### src/verilog/dsm_pkg.sv
package dsm_pkg;
    // register offsets (byte addresses on the plain register port)
    localparam logic [11:0] OFS_CONTROL  = 12'h897;
    localparam logic [11:0] OFS_CARRIER  = 12'h898;
    localparam logic [11:0] OFS_SOURCE   = 12'h899;
    localparam logic [11:0] OFS_LOW_SEL  = 12'h89a;
    localparam logic [11:0] OFS_HIGH_SEL = 12'h89b;
    localparam int          ADDR_W       = 12;
    localparam int          NUM_REGS     = 5;
    // control register fields
    localparam int          BIT_ENABLE   = 7;
    localparam int          BIT_OUT      = 5;
    localparam int          BIT_OUT_INV  = 4;
    localparam int          BIT_SWBIT    = 0;
    // carrier polarity / sync fields
    localparam int          BIT_HPOL     = 5;
    localparam int          BIT_HSYNC    = 4;
    localparam int          BIT_LPOL     = 1;
    localparam int          BIT_LSYNC    = 0;
    // writable masks
    localparam logic [7:0]  MASK_CONTROL = 8'h91;
    localparam logic [7:0]  MASK_CARRIER = 8'h33;
    localparam logic [7:0]  MASK_SOURCE  = 8'h1f;
    localparam logic [7:0]  MASK_CARSEL  = 8'h0f;
    localparam logic [7:0]  RESET_VALUE  = 8'h00;
    // modulator source codes
    localparam logic [4:0]  SRC_PIN      = 5'h00;
    localparam logic [4:0]  SRC_SWBIT    = 5'h01;
    localparam logic [4:0]  SRC_CAPTURE  = 5'h02;
    localparam logic [4:0]  SRC_PULSE    = 5'h06;
    localparam logic [4:0]  SRC_OSC      = 5'h08;
    localparam logic [4:0]  SRC_COMP     = 5'h09;
    localparam logic [4:0]  SRC_CELL     = 5'h0b;
    localparam logic [4:0]  SRC_SER1_TX  = 5'h0f;
    localparam logic [4:0]  SRC_SDO1     = 5'h10;
    localparam logic [4:0]  SRC_SDO2     = 5'h11;
    localparam logic [4:0]  SRC_CAP5     = 5'h12;
    localparam logic [4:0]  SRC_SER2_TX  = 5'h13;
    // carrier source codes
    localparam logic [3:0]  CAR_PIN      = 4'h0;
    localparam logic [3:0]  CAR_SYSCLK   = 4'h1;
    localparam logic [3:0]  CAR_FASTOSC  = 4'h2;
    localparam logic [3:0]  CAR_REFCLK   = 4'h3;
    localparam logic [3:0]  CAR_CAPTURE  = 4'h4;
    localparam logic [3:0]  CAR_PULSE    = 4'h8;
    localparam logic [3:0]  CAR_OSC      = 4'ha;
    localparam logic [3:0]  CAR_CELL     = 4'hb;
    localparam logic [3:0]  CAR_CAP5     = 4'hf;

    typedef enum logic [1:0] {
        ACT_LOW       = 2'b00,
        ACT_WAIT_HIGH = 2'b01,
        ACT_HIGH      = 2'b11,
        ACT_WAIT_LOW  = 2'b10
    } dsm_active_t;
endpackage : dsm_pkg

### src/verilog/dsm_modulator.sv
`timescale 1ns/1ns
module dsm_modulator #(
    parameter int N_CAPTURE = 4,
    parameter int N_CELL    = 4
) (
    input  wire logic                           clock,
    input  wire logic                           resetn,
    input  wire logic [dsm_pkg::ADDR_W-1:0]     reg_addr,
    input  wire logic [7:0]                     reg_wdata,
    input  wire logic                           reg_write,
    input  wire logic                           reg_read,
    output logic      [7:0]                     reg_rdata,
    input  wire logic                           modulator_pin_route,
    input  wire logic                           low_carrier_pin_route,
    input  wire logic                           high_carrier_pin_route,
    input  wire logic                           system_clock_tap,
    input  wire logic                           internal_fast_oscillator,
    input  wire logic                           reference_clock_out,
    input  wire logic [N_CAPTURE-1:0]           capture_unit_out,
    input  wire logic                           capture_unit_five_out,
    input  wire logic [1:0]                     pulse_gen_out,
    input  wire logic                           numeric_oscillator_one,
    input  wire logic [1:0]                     comparator_out,
    input  wire logic [N_CELL-1:0]              logic_cell_out,
    input  wire logic [1:0]                     serial_port_tx,
    input  wire logic [1:0]                     sync_serial_port_sdo,
    output logic                                modulated_output
);
    logic [3:0]          wr_index;
    logic                idx_ok;
    logic [7:0]          wr_mask;
    logic [8*5-1:0]      regs_flat;
    logic [7:0]          r_ctrl;
    logic [7:0]          r_car;
    logic [7:0]          r_src;
    logic [7:0]          r_lsel;
    logic [7:0]          r_hsel;
    logic [7:0]          status_bits;
    logic                mod_raw;
    logic                car_h;
    logic                car_l;
    logic                car_h_ff;
    logic                nxt_car_h;
    logic                car_l_ff;
    logic                nxt_car_l;
    logic                out_ff;
    logic                nxt_out;
    logic                mixed;
    logic                high_fall;
    logic                low_fall;
    dsm_pkg::dsm_active_t act_ff;
    dsm_pkg::dsm_active_t nxt_act;

    function automatic logic [3:0] addr_index(input logic [dsm_pkg::ADDR_W-1:0] a);
        logic [3:0] idx;
        idx = 4'hf;
        case (a)
            dsm_pkg::OFS_CONTROL:  idx = 4'h0;
            dsm_pkg::OFS_CARRIER:  idx = 4'h1;
            dsm_pkg::OFS_SOURCE:   idx = 4'h2;
            dsm_pkg::OFS_LOW_SEL:  idx = 4'h3;
            dsm_pkg::OFS_HIGH_SEL: idx = 4'h4;
            default:               idx = 4'hf;
        endcase
        return idx;
    endfunction : addr_index

    function automatic logic carrier_pick(input logic [3:0] sel, input logic pin);
        logic c;
        c = 1'b0;
        case (sel)
            dsm_pkg::CAR_PIN:     c = pin;
            dsm_pkg::CAR_SYSCLK:  c = system_clock_tap;
            dsm_pkg::CAR_FASTOSC: c = internal_fast_oscillator;
            dsm_pkg::CAR_REFCLK:  c = reference_clock_out;
            dsm_pkg::CAR_OSC:     c = numeric_oscillator_one;
            dsm_pkg::CAR_CAP5:    c = capture_unit_five_out;
            default: begin
                if (sel >= dsm_pkg::CAR_CAPTURE && sel < dsm_pkg::CAR_PULSE) begin
                    c = capture_unit_out[2'(sel - dsm_pkg::CAR_CAPTURE)];
                end else if (sel >= dsm_pkg::CAR_PULSE && sel < dsm_pkg::CAR_OSC) begin
                    c = pulse_gen_out[1'(sel - dsm_pkg::CAR_PULSE)];
                end else if (sel >= dsm_pkg::CAR_CELL && sel < dsm_pkg::CAR_CAP5) begin
                    c = logic_cell_out[2'(sel - dsm_pkg::CAR_CELL)];
                end
            end
        endcase
        return c;
    endfunction : carrier_pick

    assign wr_index = addr_index(reg_addr);
    assign idx_ok   = (wr_index != 4'hf);

    always_comb begin
        case (wr_index)
            4'h0:    wr_mask = dsm_pkg::MASK_CONTROL;
            4'h1:    wr_mask = dsm_pkg::MASK_CARRIER;
            4'h2:    wr_mask = dsm_pkg::MASK_SOURCE;
            default: wr_mask = dsm_pkg::MASK_CARSEL;
        endcase
    end

    // software bit reads the stored value only, not the sampled stream
    assign status_bits = (wr_index == 4'h0) ? (8'(out_ff) << dsm_pkg::BIT_OUT) : 8'h00;

    dsm_reg_file #(
        .ADDR_W (dsm_pkg::ADDR_W),
        .NREG   (dsm_pkg::NUM_REGS)
    ) u_regs (
        .clock        (clock),
        .resetn       (resetn),
        .wr_en        (reg_write && idx_ok),
        .wr_index     (wr_index[2:0]),
        .wr_data      (reg_wdata),
        .wr_mask      (wr_mask),
        .rd_en        (reg_read),
        .rd_index     (wr_index[2:0]),
        .rd_valid_idx (idx_ok),
        .rd_status    (status_bits),
        .rd_data      (reg_rdata),
        .regs_flat    (regs_flat)
    );

    assign r_ctrl = regs_flat[7:0];
    assign r_car  = regs_flat[15:8];
    assign r_src  = regs_flat[23:16];
    assign r_lsel = regs_flat[31:24];
    assign r_hsel = regs_flat[39:32];

    // modulator source mux, reserved codes give low
    always_comb begin
        mod_raw = 1'b0;
        case (r_src[4:0])
            dsm_pkg::SRC_PIN:     mod_raw = modulator_pin_route;
            dsm_pkg::SRC_SWBIT:   mod_raw = r_ctrl[dsm_pkg::BIT_SWBIT];
            dsm_pkg::SRC_OSC:     mod_raw = numeric_oscillator_one;
            dsm_pkg::SRC_SER1_TX: mod_raw = serial_port_tx[0];
            dsm_pkg::SRC_SDO1:    mod_raw = sync_serial_port_sdo[0];
            dsm_pkg::SRC_SDO2:    mod_raw = sync_serial_port_sdo[1];
            dsm_pkg::SRC_CAP5:    mod_raw = capture_unit_five_out;
            dsm_pkg::SRC_SER2_TX: mod_raw = serial_port_tx[1];
            default: begin
                if (r_src[4:0] >= dsm_pkg::SRC_CAPTURE && r_src[4:0] < dsm_pkg::SRC_PULSE) begin
                    mod_raw = capture_unit_out[2'(r_src[4:0] - dsm_pkg::SRC_CAPTURE)];
                end else if (r_src[4:0] == dsm_pkg::SRC_PULSE ||
                             r_src[4:0] == dsm_pkg::SRC_PULSE + 5'h01) begin
                    mod_raw = pulse_gen_out[1'(r_src[4:0] - dsm_pkg::SRC_PULSE)];
                end else if (r_src[4:0] >= dsm_pkg::SRC_COMP &&
                             r_src[4:0] < dsm_pkg::SRC_CELL) begin
                    mod_raw = comparator_out[1'(r_src[4:0] - dsm_pkg::SRC_COMP)];
                end else if (r_src[4:0] >= dsm_pkg::SRC_CELL &&
                             r_src[4:0] < dsm_pkg::SRC_SER1_TX) begin
                    mod_raw = logic_cell_out[2'(r_src[4:0] - dsm_pkg::SRC_CELL)];
                end
            end
        endcase
    end

    // carrier polarity; shared encoding
    // always_comb so sources read inside the function also wake the mux
    always_comb begin
        car_h = carrier_pick(r_hsel[3:0], high_carrier_pin_route) ^ r_car[dsm_pkg::BIT_HPOL];
        car_l = carrier_pick(r_lsel[3:0], low_carrier_pin_route) ^ r_car[dsm_pkg::BIT_LPOL];
    end

    assign nxt_car_h = car_h;
    assign nxt_car_l = car_l;
    assign high_fall = car_h_ff && !car_h;
    assign low_fall  = car_l_ff && !car_l;

    always_comb begin
        nxt_act = act_ff;
        case (act_ff)
            dsm_pkg::ACT_LOW: begin
                if (mod_raw) begin
                    if (r_car[dsm_pkg::BIT_LSYNC] && car_l) begin
                        nxt_act = dsm_pkg::ACT_WAIT_HIGH;
                    end else begin
                        nxt_act = dsm_pkg::ACT_HIGH;
                    end
                end
            end
            dsm_pkg::ACT_WAIT_HIGH: begin
                if (!mod_raw) begin
                    nxt_act = dsm_pkg::ACT_LOW;
                end else if (low_fall || !car_l || !r_car[dsm_pkg::BIT_LSYNC]) begin
                    nxt_act = dsm_pkg::ACT_HIGH;
                end
            end
            dsm_pkg::ACT_HIGH: begin
                if (!mod_raw) begin
                    if (r_car[dsm_pkg::BIT_HSYNC] && car_h) begin
                        nxt_act = dsm_pkg::ACT_WAIT_LOW;
                    end else begin
                        nxt_act = dsm_pkg::ACT_LOW;
                    end
                end
            end
            dsm_pkg::ACT_WAIT_LOW: begin
                if (mod_raw) begin
                    nxt_act = dsm_pkg::ACT_HIGH;
                end else if (high_fall || !car_h || !r_car[dsm_pkg::BIT_HSYNC]) begin
                    nxt_act = dsm_pkg::ACT_LOW;
                end
            end
            default: nxt_act = dsm_pkg::ACT_LOW;
        endcase
    end

    // carrier AND modulator; no sync may give spurs
    always_comb begin
        case (act_ff)
            dsm_pkg::ACT_HIGH:      mixed = car_h && mod_raw;
            dsm_pkg::ACT_WAIT_LOW:  mixed = car_h;
            dsm_pkg::ACT_WAIT_HIGH: mixed = 1'b0;
            default:                mixed = car_l && mod_raw;
        endcase
        if (!r_ctrl[dsm_pkg::BIT_ENABLE]) begin
            nxt_out = 1'b0;
        end else begin
            nxt_out = mixed ^ r_ctrl[dsm_pkg::BIT_OUT_INV];
        end
    end

    always_ff @(posedge clock or negedge resetn) begin
        if (!resetn) begin
            act_ff   <= dsm_pkg::ACT_LOW;
            car_h_ff <= 1'b0;
            car_l_ff <= 1'b0;
            out_ff   <= 1'b0;
        end else begin
            act_ff   <= nxt_act;
            car_h_ff <= nxt_car_h;
            car_l_ff <= nxt_car_l;
            out_ff   <= nxt_out;
        end
    end

    assign modulated_output = out_ff;
endmodule : dsm_modulator

### src/verilog/dsm_reg_file.sv
`timescale 1ns/1ns
module dsm_reg_file #(
    parameter int ADDR_W = 12,
    parameter int NREG   = 5
) (
    input  wire logic              clock,
    input  wire logic              resetn,
    input  wire logic              wr_en,
    input  wire logic [2:0]        wr_index,
    input  wire logic [7:0]        wr_data,
    input  wire logic [7:0]        wr_mask,
    input  wire logic              rd_en,
    input  wire logic [2:0]        rd_index,
    input  wire logic              rd_valid_idx,
    input  wire logic [7:0]        rd_status,
    output logic      [7:0]        rd_data,
    output logic      [8*NREG-1:0] regs_flat
);
    logic [7:0] mem_ff [NREG];
    logic [7:0] nxt_mem [NREG];
    logic [7:0] rd_data_ff;
    logic [7:0] nxt_rd_data;

    always_comb begin
        for (int i = 0; i < NREG; i++) begin
            nxt_mem[i] = mem_ff[i];
        end
        if (wr_en && (int'(wr_index) < NREG)) begin
            nxt_mem[wr_index] = wr_data & wr_mask;
        end
        nxt_rd_data = 8'h00;
        // read data answer one cycle after the strobe, unmapped reads zero
        if (rd_en && rd_valid_idx && (int'(rd_index) < NREG)) begin
            nxt_rd_data = mem_ff[rd_index] | rd_status;
        end
    end

    always_ff @(posedge clock or negedge resetn) begin
        if (!resetn) begin
            for (int i = 0; i < NREG; i++) begin
                mem_ff[i] <= dsm_pkg::RESET_VALUE;
            end
            rd_data_ff <= 8'h00;
        end else begin
            for (int i = 0; i < NREG; i++) begin
                mem_ff[i] <= nxt_mem[i];
            end
            rd_data_ff <= nxt_rd_data;
        end
    end

    assign rd_data = rd_data_ff;
    for (genvar g = 0; g < NREG; g++) begin : g_flat
        assign regs_flat[8*g +: 8] = mem_ff[g];
    end
endmodule : dsm_reg_file

### config.mk
export PLATFORM = sky130hd
export DESIGN_NAME = dsm_modulator
export DESIGN_NICKNAME = d
export VERILOG_FILES = /design/src/verilog/dsm_pkg.sv /design/src/verilog/dsm_modulator.sv /design/src/verilog/dsm_reg_file.sv
export SDC_FILE = /design/constraint.sdc
export NUM_CORES = 1
export LEC_CHECK = 0
export BUFFER_PORTS_ARGS = -buffer_cell sky130_fd_sc_hd__buf_2
export CAP_MARGIN = 20
export CORE_MARGIN = 3
export CORE_UTILIZATION = 60
export CTS_BUF_LIST = sky130_fd_sc_hd__clkbuf_8
export DETAILED_ROUTE_END_ITERATION = 8
export GPL_ROUTABILITY_DRIVEN = 0
export PLACE_DENSITY = 0.84
export REMOVE_ABC_BUFFERS = 1
export SYNTH_ARGS = -nofsm -noshare
export SYNTH_HDL_FRONTEND = slang
export SYNTH_HIERARCHICAL = 1
export SYNTH_SLANG_ARGS = --single-unit
export TNS_END_PERCENT = 1
### constraint.sdc
create_clock -name clock -period 5.92 [get_ports clock]
set_input_delay 0.296 -clock clock [delete_from_list [all_inputs] [get_ports clock]]
set_output_delay 0.296 -clock clock [all_outputs]
set_load 0.1 [all_outputs]
==> results of run 1 <==
[worst min-delay path by stage]
stage	endpoint	from	depth (start not counted)	slack, ns
2_1_floorplan	act_ff[0]$_DFFE_PN0P_	resetn	0	0.0004
3_3_place_gp	u_regs/rd_data[7]$_DFF_PN0_	resetn	2	0.44
3_5_place_dp	u_regs/rd_data[2]$_DFF_PN0_	resetn	2	0.44
4_1_cts	u_regs/rd_data[6]$_DFF_PN0_	resetn	2	0.10
5_1_grt	act_ff[1]$_DFFE_PN0P_	resetn	2	0.13
6_report	u_regs/rd_data[2]$_DFF_PN0_	resetn	2	0.08
[logic make-up (layout without fill, tap and decap cells)]
logic type / after synthesis / after routing / synth area share, %
xor+xnor: 3 / 3 / 0.7534
flops: 51 / 51 / 36.59
simple gates: 120 / 120 / 18.72
compound gates: 108 / 108 / 20.05
buf+inv: 41 / 90 / 5.488
mux: 25 / 25 / 11.37
fa+ha+maj: 19 / 19 / 6.815
other cells: 2 / 9 / 0.2153
[flip-flops by register name, indices dropped and copies added, names as in the netlist]
register          flops
u_regs/regs_flat     40
u_regs/rd_data        8
act_ff                2
modulated_output      1
[cell usage in the layout, fill, tap and decap left out, drive strengths merged, types with 3 or more instances in the layout]
| cell | count |
|---|---|
| buf | 59 |
| o22ai | 9 |
| o21a | 3 |
| nand2b | 4 |
| nor3 | 3 |
| conb | 9 |
| nand4bb | 3 |
| nand4b | 5 |
| and3 | 3 |
| nor2 | 6 |
| o21ai | 51 |
| and2 | 4 |
| ha | 19 |
| inv | 24 |
| mux2 | 4 |
| nor4b | 3 |
| mux2i | 10 |
| nand2 | 57 |
| dfrtp | 51 |
| nand3 | 10 |
| nand3b | 9 |
| a21oi | 17 |
| nor2b | 3 |
| a22oi | 5 |
| clkbuf | 5 |
| mux4 | 11 |
[per-layer routing]
layer,GRT usage (%),share of wire (%),up-vias
met1,37.56,45,1417
met4,4.817,0.76,0
met3,4.013,5.1,6
met2,42.47,49,88
met5,0,0,-
li1,-,-,1460
[stage by stage]
stage                     cell area [µm²]  instances  hold slack [ns]  power (mW)
final                                3904        497          0.08480      0.7069
after global routing                 3904        497           0.1345      0.7482
after CTS                            3904        497           0.1019      0.7125
after detailed placement             3806        489           0.4399      0.5034
after global placement               3795        488           0.4353      0.5000
after floorplan                      3410        358        0.0004090      0.4574
[where the power goes]
part | switching, mW | leakage, nW | internal, mW
Sequential | 0.00731 | 0.709 | 0.356
Clock | 0.121 | 0.0502 | 0.0877
Combinational | 0.0760 | 0.964 | 0.0594
Total | 0.204 | 1.72 | 0.503
[critical path, cell delays in order, from the launching register on]
cell	delay [ns]
dfrtp_1	0.67
inv_1	0.16
ha_1	0.37
mux2_2	0.35
a21oi_1	0.14
a2111o_1	0.13
a211oi_2	0.07
a221oi_2	0.41
or2b_1	0.29
o21ai_2	0.17
mux2_4	0.31
[cell type report]
cell class	count	area share, %
Sequential cell	51	32.69
Inverter	23	2.212
Multi-Input combinational cell	284	52.44
Tap cell	72	2.308
Clock inverter	3	0.7372
Timing Repair Buffer	59	7.853
Clock buffer	5	1.763
==> flow_summary.json, run 1 <==
{
  "postCtsSetupBuffers": 0,
  "synth.largest_area_cell": "dfrtp_1",
  "syn_area_um2": 3488,
  "yosysUniqueCellTypes": 65,
  "synth.yosys.seq_area_share_pct": 36.59,
  "criticalPathCategory": "reg2reg",
  "final_util_pct": 70.03,
  "num_rows": 27,
  "rsz0062_at_grt": "no",
  "start_util_pct": 62.58,
  "grt_max_degree": 52,
  "grt_pass1_wl_um": 13610,
  "rr_worst_depth": 10,
  "wl_per_cell_um": 17.05,
  "track_usage_pct": 26.21,
  "cts-root-buf": "clkbuf_8",
  "grt_pass1_vias": 2792,
  "status": "finished, final reports clean",
  "tightest_slew_ns": 0.7118,
  "drt_first_iter_violations": 195,
  "finalCritPeriodShare_pct": 53.82,
  "slew-limit-headroom_pct": 52.55,
  "register_area_um2": 1276,
  "die_h_um": 82.25,
  "tns_ns": 0,
  "syn_to_final_growth_pct": 11.91,
  "hold_violations": 0,
  "path_clk_slew_ns": 0.10,
  "cts_max_level": 2,
  "synth_warnings": 6,
  "grt_antenna_before_repair": 0,
  "cts_buffers": 5,
  "cts_sinks": 51,
  "yosys-top-cells-area": "dfrtp_1 37%, mux4_2 7.1%, ha_1 6.8%",
  "synth_common_cells": "54 x nand2_1, 51 x dfrtp_1, 42 x o21ai_0, 23 x inv_1, 19 x ha_1",
  "crit_path_start_kind": "register",
  "fin_nets": 491,
  "avgViaCountPerCell": 5.978,
  "crit_path_end_kind": "register",
  "synth.avg_cell_area_um2": 9.454,
  "hp-class": "in2async",
  "clock_skew_ns": 0.009100,
  "synth_edf_count": 0,
  "coreArea_um2": 5574,
  "synth_seq_cells": 51,
  "vias": 2971,
  "rr_startpoint": "u_regs/regs_flat[16]$_DFFE_PN0P_",
  "regToRegSetupSlack_ns": 2.73,
  "cp.required_ns": 6.11,
  "yosys.area.top_type_share_pct": 36.59,
  "io_pins": 57,
  "synthFlopType": "dfrtp_1",
  "layout-drive-gt1-share_pct": 23.06,
  "critPathMaxFanout": 14,
  "cts_tree": "built",
  "max_freq_ghz": 0.3138,
  "drtPass1Iterations": 4,
  "die_w_um": 82.25,
  "dieArea_um2": 6765,
  "multi_input_area_um2": 2047,
  "crit_start": "u_regs/regs_flat[16]$_DFFE_PN0P_",
  "cp.arrival_ns": 3.38,
  "grt.overflow.total": 0,
  "layout_setup_ws_ns": 2.734,
  "drc": 0,
  "p_leak_nw": 1.723,
  "cts_buffer_depth": 2,
  "vdd_drop_max_mv": 0.1707,
  "place.port_buffers": 56,
  "hold_buffers": 0,
  "nFillCells": 444,
  "drt-total-wl_um": 8474,
  "ctsResizeCount": 0,
  "synthCells": 369,
  "worstSkewPairLatency_ns": 0.30,
  "place_ws_ns": 2.766,
  "drv_slew": 0,
  "r2r_end": "act_ff[0]$_DFFE_PN0P_",
  "min_period_ns": 3.186,
  "p_per_area_nw_per_um2": 181.1,
  "async_reset_ff_share_pct": 100.0,
  "endpoint": "act_ff[0]$_DFFE_PN0P_",
  "drv_cap": 0,
  "synth_most_common_cell": "nand2_1",
  "n_antenna_cell": 0,
  "dp_hpwl_um": 6306,
  "ant_nets": 0,
  "finalSetupViolCount": 0
}
Power figures use the tool's default switching activity.
==> run 2, diff against run 1 <==
CORE_UTILIZATION = 59   (was 60)
PLACE_DENSITY = 0.83   (was 0.84)
clock period = 3.2 ns   (was 5.92 ns; I/O delays follow)
==> run 2 against run 1 <==
  * First-iteration DRC count rose by 47%
  * Sequential cell count is the same
  * Core utilization increased by 1.9 points
  * Die area rose by 1.6%
  * Via count is 5.2% higher
  * Wire length increased by 5.7%
  * Sequential share of layout area down 1.1 points
  * Cell area grew 3.4%
  * Clock-buffer cell count stayed put
  * Cell count grew 2.6%
  * Critical endpoint unchanged
  * Largest power group unchanged
==> flow_summary.json, run 2 (synthesis gave the netlist of run 1 again) <==
{
  "grt_util_met3_pct": 3.571,
  "slew-limit-headroom_pct": 46.16,
  "worstSkewPairLatency_ns": 0.31,
  "path_clk_slew_ns": 0.09,
  "cp.arrival_ns": 3.23,
  "crit_path_end_kind": "register",
  "grt_antenna_before_repair": 0,
  "die_w_um": 82.89,
  "start_util_pct": 62.20,
  "grt_pass1_wl_um": 14820,
  "hold_violations": 0,
  "dieArea_um2": 6871,
  "drt_first_iter_violations": 286,
  "num_rows": 27,
  "rsz0062_at_grt": "no",
  "use_met2_pct": 45.41,
  "grt_max_degree": 34,
  "drt-total-wl_um": 8960,
  "ant_nets": 0,
  "largest_reg_flops": 40,
  "grt.busiest_layer": "met2",
  "use_met1_pct": 34.63,
  "wl_per_cell_um": 17.57,
  "finalCritPeriodShare_pct": 94.67,
  "layout_commonest_cell": "buf_2",
  "postCtsSetupBuffers": 0,
  "grt.overflow.total": 0,
  "syn_to_final_growth_pct": 15.67,
  "fin_nets": 504,
  "finalPower_mw": 1.455,
  "layout-drive-gt1-share_pct": 24.89,
  "tns_ns": 0,
  "cts_sinks": 51,
  "placed_cells": 501,
  "critPathMaxFanout": 7,
  "vias": 3125,
  "placed_area_um2": 3892,
  "criticalPathCategory": "reg2reg",
  "cts-root-buf": "clkbuf_8",
  "p_per_area_nw_per_um2": 360.5,
  "io_pins": 57,
  "max_freq_ghz": 0.3301,
  "fin_area_um2": 4035,
  "coreArea_um2": 5608,
  "crit_path_start_kind": "register",
  "dp_hpwl_um": 6748,
  "track_usage_pct": 26.43,
  "clock_skew_ns": 0.006547,
  "cts_tree": "built",
  "cts_buffer_depth": 2,
  "grt_pass1_vias": 3013,
  "avgViaCountPerCell": 6.127,
  "tightest_slew_ns": 0.8076,
  "drv_slew": 0,
  "vdd_drop_max_mv": 0.2801,
  "whs_ns": 0.2064,
  "drv_cap": 0,
  "drtPass1Iterations": 5,
  "ctsResizeCount": 0,
  "status": "finished, final reports clean",
  "hp-class": "in2reg",
  "die_h_um": 82.89,
  "n_antenna_cell": 0,
  "place.port_buffers": 56,
  "cts_buffers": 5,
  "cp.required_ns": 3.40,
  "min_period_ns": 3.029,
  "p_leak_nw": 1.807,
  "mostFrequentLayoutCells": "56 x buf_2, 54 x nand2_1, 51 x dfrtp_1",
  "cts_max_level": 2,
  "drc": 0,
  "regToRegSetupSlack_ns": 0.17,
  "layout.cells.non_filler": 510,
  "finalSetupViolCount": 0
}
## run 2: path summary, 6_finish.rpt
check	from	end	cells after the start
setup / recovery	u_regs/regs_flat[17]$_DFFE_PN0P_	act_ff[0]$_DFFE_PN0P_	9
hold / removal	reg_wdata[3]	u_regs/regs_flat[3]$_DFFE_PN0P_	3
setup reg to reg	u_regs/regs_flat[17]$_DFFE_PN0P_	act_ff[0]$_DFFE_PN0P_	9
hold reg to reg	u_regs/regs_flat[2]$_DFFE_PN0P_	u_regs/regs_flat[2]$_DFFE_PN0P_	2
max in group asynchronous	resetn	u_regs/rd_data[3]$_DFF_PN0_	3
min in group asynchronous	resetn	act_ff[0]$_DFFE_PN0P_	2
## run 2: power breakdown
group	internal [mW]	leakage [nW]	switching (mW)
clock	0.309	0.0695	0.212
sequential	0.658	0.709	0.0135
combinational	0.112	1.03	0.150
## run 2: routing by layer
layer / wire length (µm) / share of wire (%) / vias up
met1: 3759 / 42 / 1537
met2: 4593 / 51 / 97
met4: 153 / 1.7 / 0
met3: 454 / 5.1 / 15
met5: 0 / 0 / -
li1: - / - / 1476
## run 2: layout make-up
| class | count | area, µm² |
|---|---|---|
| Clock buffer | 5 | 68.82 |
| Clock inverter | 3 | 63.81 |
| Fill cell | 421 | 1573 |
| Inverter | 23 | 86.33 |
| Multi-Input combinational cell | 284 | 2047 |
| Sequential cell | 51 | 1276 |
| Tap cell | 72 | 90.09 |
| Timing Repair Buffer | 72 | 402.9 |
## run 2: per-stage QoR
step           util (%)  setup slack (ns)
2_1_floorplan         -            0.3470
3_3_place_gp      69.41            0.4034
3_5_place_dp      69.41            0.2251
4_1_cts           71.95            0.2224
5_1_grt           71.95           0.06972
6_report          71.95            0.1706
## run 2: worst max-delay path: stages (launching register included)
cell and delay (ns):
dfrtp_1 0.49, ha_1 0.33, nand3b_1 0.12, a2111o_1 0.41, a2111o_1 0.43, a211oi_2 0.24
a221oi_2 0.11, a311o_1 0.37, o21ai_2 0.10, mux2_4 0.32
## run 2: timing repair
item,4_1_cts,5_1_grt
hold endpoints to repair,32,0
hold buffers,1,0
setup endpoints to repair,0,0
==> run 3, diff against run 2 <==
REMOVE_ABC_BUFFERS = default   (was 1)
==> run 3 against run 2 <==
  * Core utilization is 0.20 points lower
  * Hold slack better by 0.011 ns
  * Sequential cell count stayed put
  * Cell count is 0.59% lower
  * Sequential share of layout area is 0.089 points higher
  * Clock-buffer cell count stayed put
  * Combinational power hardly changed
  * Critical path depth stayed put
  * Critical endpoint unchanged
==> flow_summary.json, run 3 (synthesis gave the netlist of run 1 again) <==
{
  "status": "finished, final reports clean",
  "cp.arrival_ns": 3.23,
  "io_pins": 57,
  "nFillCells": 436,
  "fin_area_um2": 4024,
  "finalPower_mw": 1.452,
  "largest_reg_flops": 40,
  "wl_per_cell_um": 17.64,
  "crit_path_start_kind": "register",
  "drt-total-wl_um": 8945,
  "drc": 0,
  "layout-drive-gt1-share_pct": 24.37,
  "syn_to_final_growth_pct": 15.35,
  "drt_first_iter_violations": 270,
  "ant_nets": 0,
  "drtPass1Iterations": 4,
  "track_usage_pct": 26.19,
  "placed_cells": 498,
  "grt_max_degree": 32,
  "hp-class": "in2reg",
  "start_util_pct": 62.20,
  "criticalPathCategory": "reg2reg",
  "die_w_um": 82.89,
  "layout_commonest_cell": "buf_2",
  "n_antenna_cell": 0,
  "drv_cap": 0,
  "slew-limit-headroom_pct": 45.77,
  "max_freq_ghz": 0.3294,
  "cts_buffer_depth": 2,
  "p_per_area_nw_per_um2": 360.9,
  "fin_nets": 501,
  "grt_pass1_wl_um": 14910,
  "vias": 3137,
  "critPathMaxFanout": 10,
  "cp.required_ns": 3.39,
  "cts_buffers": 5,
  "cts-root-buf": "clkbuf_8",
  "coreArea_um2": 5608,
  "cts_tree": "built",
  "cts_max_level": 2,
  "num_rows": 27,
  "p_leak_nw": 1.792,
  "hold_violations": 0,
  "die_h_um": 82.89,
  "dieArea_um2": 6871,
  "drv_slew": 0,
  "avgViaCountPerCell": 6.187,
  "grt_pass1_vias": 3111,
  "place.port_buffers": 56,
  "layout.cells.non_filler": 507,
  "crit_path_end_kind": "register",
  "final_util_pct": 71.75,
  "mostFrequentLayoutCells": "56 x buf_2, 54 x nand2_1, 51 x dfrtp_1",
  "clock_skew_ns": 0.009436,
  "cts_sinks": 51,
  "tightest_slew_ns": 0.8080,
  "finalCritPeriodShare_pct": 94.88,
  "postCtsSetupBuffers": 0,
  "placed_area_um2": 3870,
  "path_clk_slew_ns": 0.09,
  "dp_hpwl_um": 6723,
  "tns_ns": 0,
  "vdd_drop_max_mv": 0.3277,
  "min_period_ns": 3.036,
  "grt_antenna_before_repair": 0,
  "worstSkewPairLatency_ns": 0.31,
  "grt.overflow.total": 0,
  "finalSetupViolCount": 0
}
[run 3: cell count changes in the layout (fill, tap and decap cells not counted), sizes merged]
cell / change
buf: -3
[run 3: timing repair]
action | in CTS | in global routing
endpoints found under the setup margin | 0 | 1
hold buffers | 1 | 0
hold endpoints to repair | 30 | 0
gates resized for setup | 0 | 1
[run 3: final timing paths]
| check | slack (ns) | startpoint | to | cells past startpoint |
|---|---|---|---|---|
| worst max register to register | 0.16 | u_regs/regs_flat[16]$_DFFE_PN0P_ | act_ff[0]$_DFFE_PN0P_ | 9 |
| max in group asynchronous | 2.03 | resetn | u_regs/regs_flat[19]$_DFFE_PN0P_ | 3 |
| worst min-delay path | 0.22 | reg_wdata[7] | u_regs/regs_flat[7]$_DFFE_PN0P_ | 3 |
| worst max-delay path | 0.16 | u_regs/regs_flat[16]$_DFFE_PN0P_ | act_ff[0]$_DFFE_PN0P_ | 9 |
| min in group asynchronous | 0.43 | resetn | u_regs/rd_data[5]$_DFF_PN0_ | 2 |
| worst min register to register | 0.48 | u_regs/regs_flat[6]$_DFFE_PN0P_ | u_regs/regs_flat[6]$_DFFE_PN0P_ | 2 |
[run 3: metrics by stage]
step	setup slack (ns)	hold WS [ns]
floorplan	0.2573	-0.1356
global placement	0.3634	0.2252
detailed placement	0.2167	0.2397
CTS	0.2020	0.2056
global route	-0.002101	0.2234
finish	0.1638	0.2174
[run 3: per-layer routing]
layer	track usage (%)	vias up	routed length, µm
li1	-	1473	-
met1	35.16	1524	3767
met2	43.29	119	4430
met3	4.663	21	542
met4	8.024	0	206
met5	0	-	0
[run 3: area by class of cell]
class	instances	area (µm²)	share of cell area [%]
multi-input cells	284	2058	51.15
repair buffers	69	380.4	9.453
inverters	23	86.33	2.146
clock buffers	5	68.82	1.710
well taps	72	90.09	2.239
flip-flops and latches	51	1276	31.72
clock inverters	3	63.81	1.586
[run 3: worst max-delay path, stage by stage, from the launching register on]
cell,delay (ns)
dfrtp_1,0.52
ha_1,0.32
nand3b_1,0.10
a2111o_1,0.39
a2111o_1,0.42
a211oi_2,0.29
a221oi_4,0.10
a311o_1,0.36
o21ai_2,0.09
mux2_4,0.31
[run 3: power breakdown]
group	switching, mW	internal (mW)
registers	0.0140	0.658
logic	0.148	0.112
clock network	0.211	0.309
total	0.373	1.08
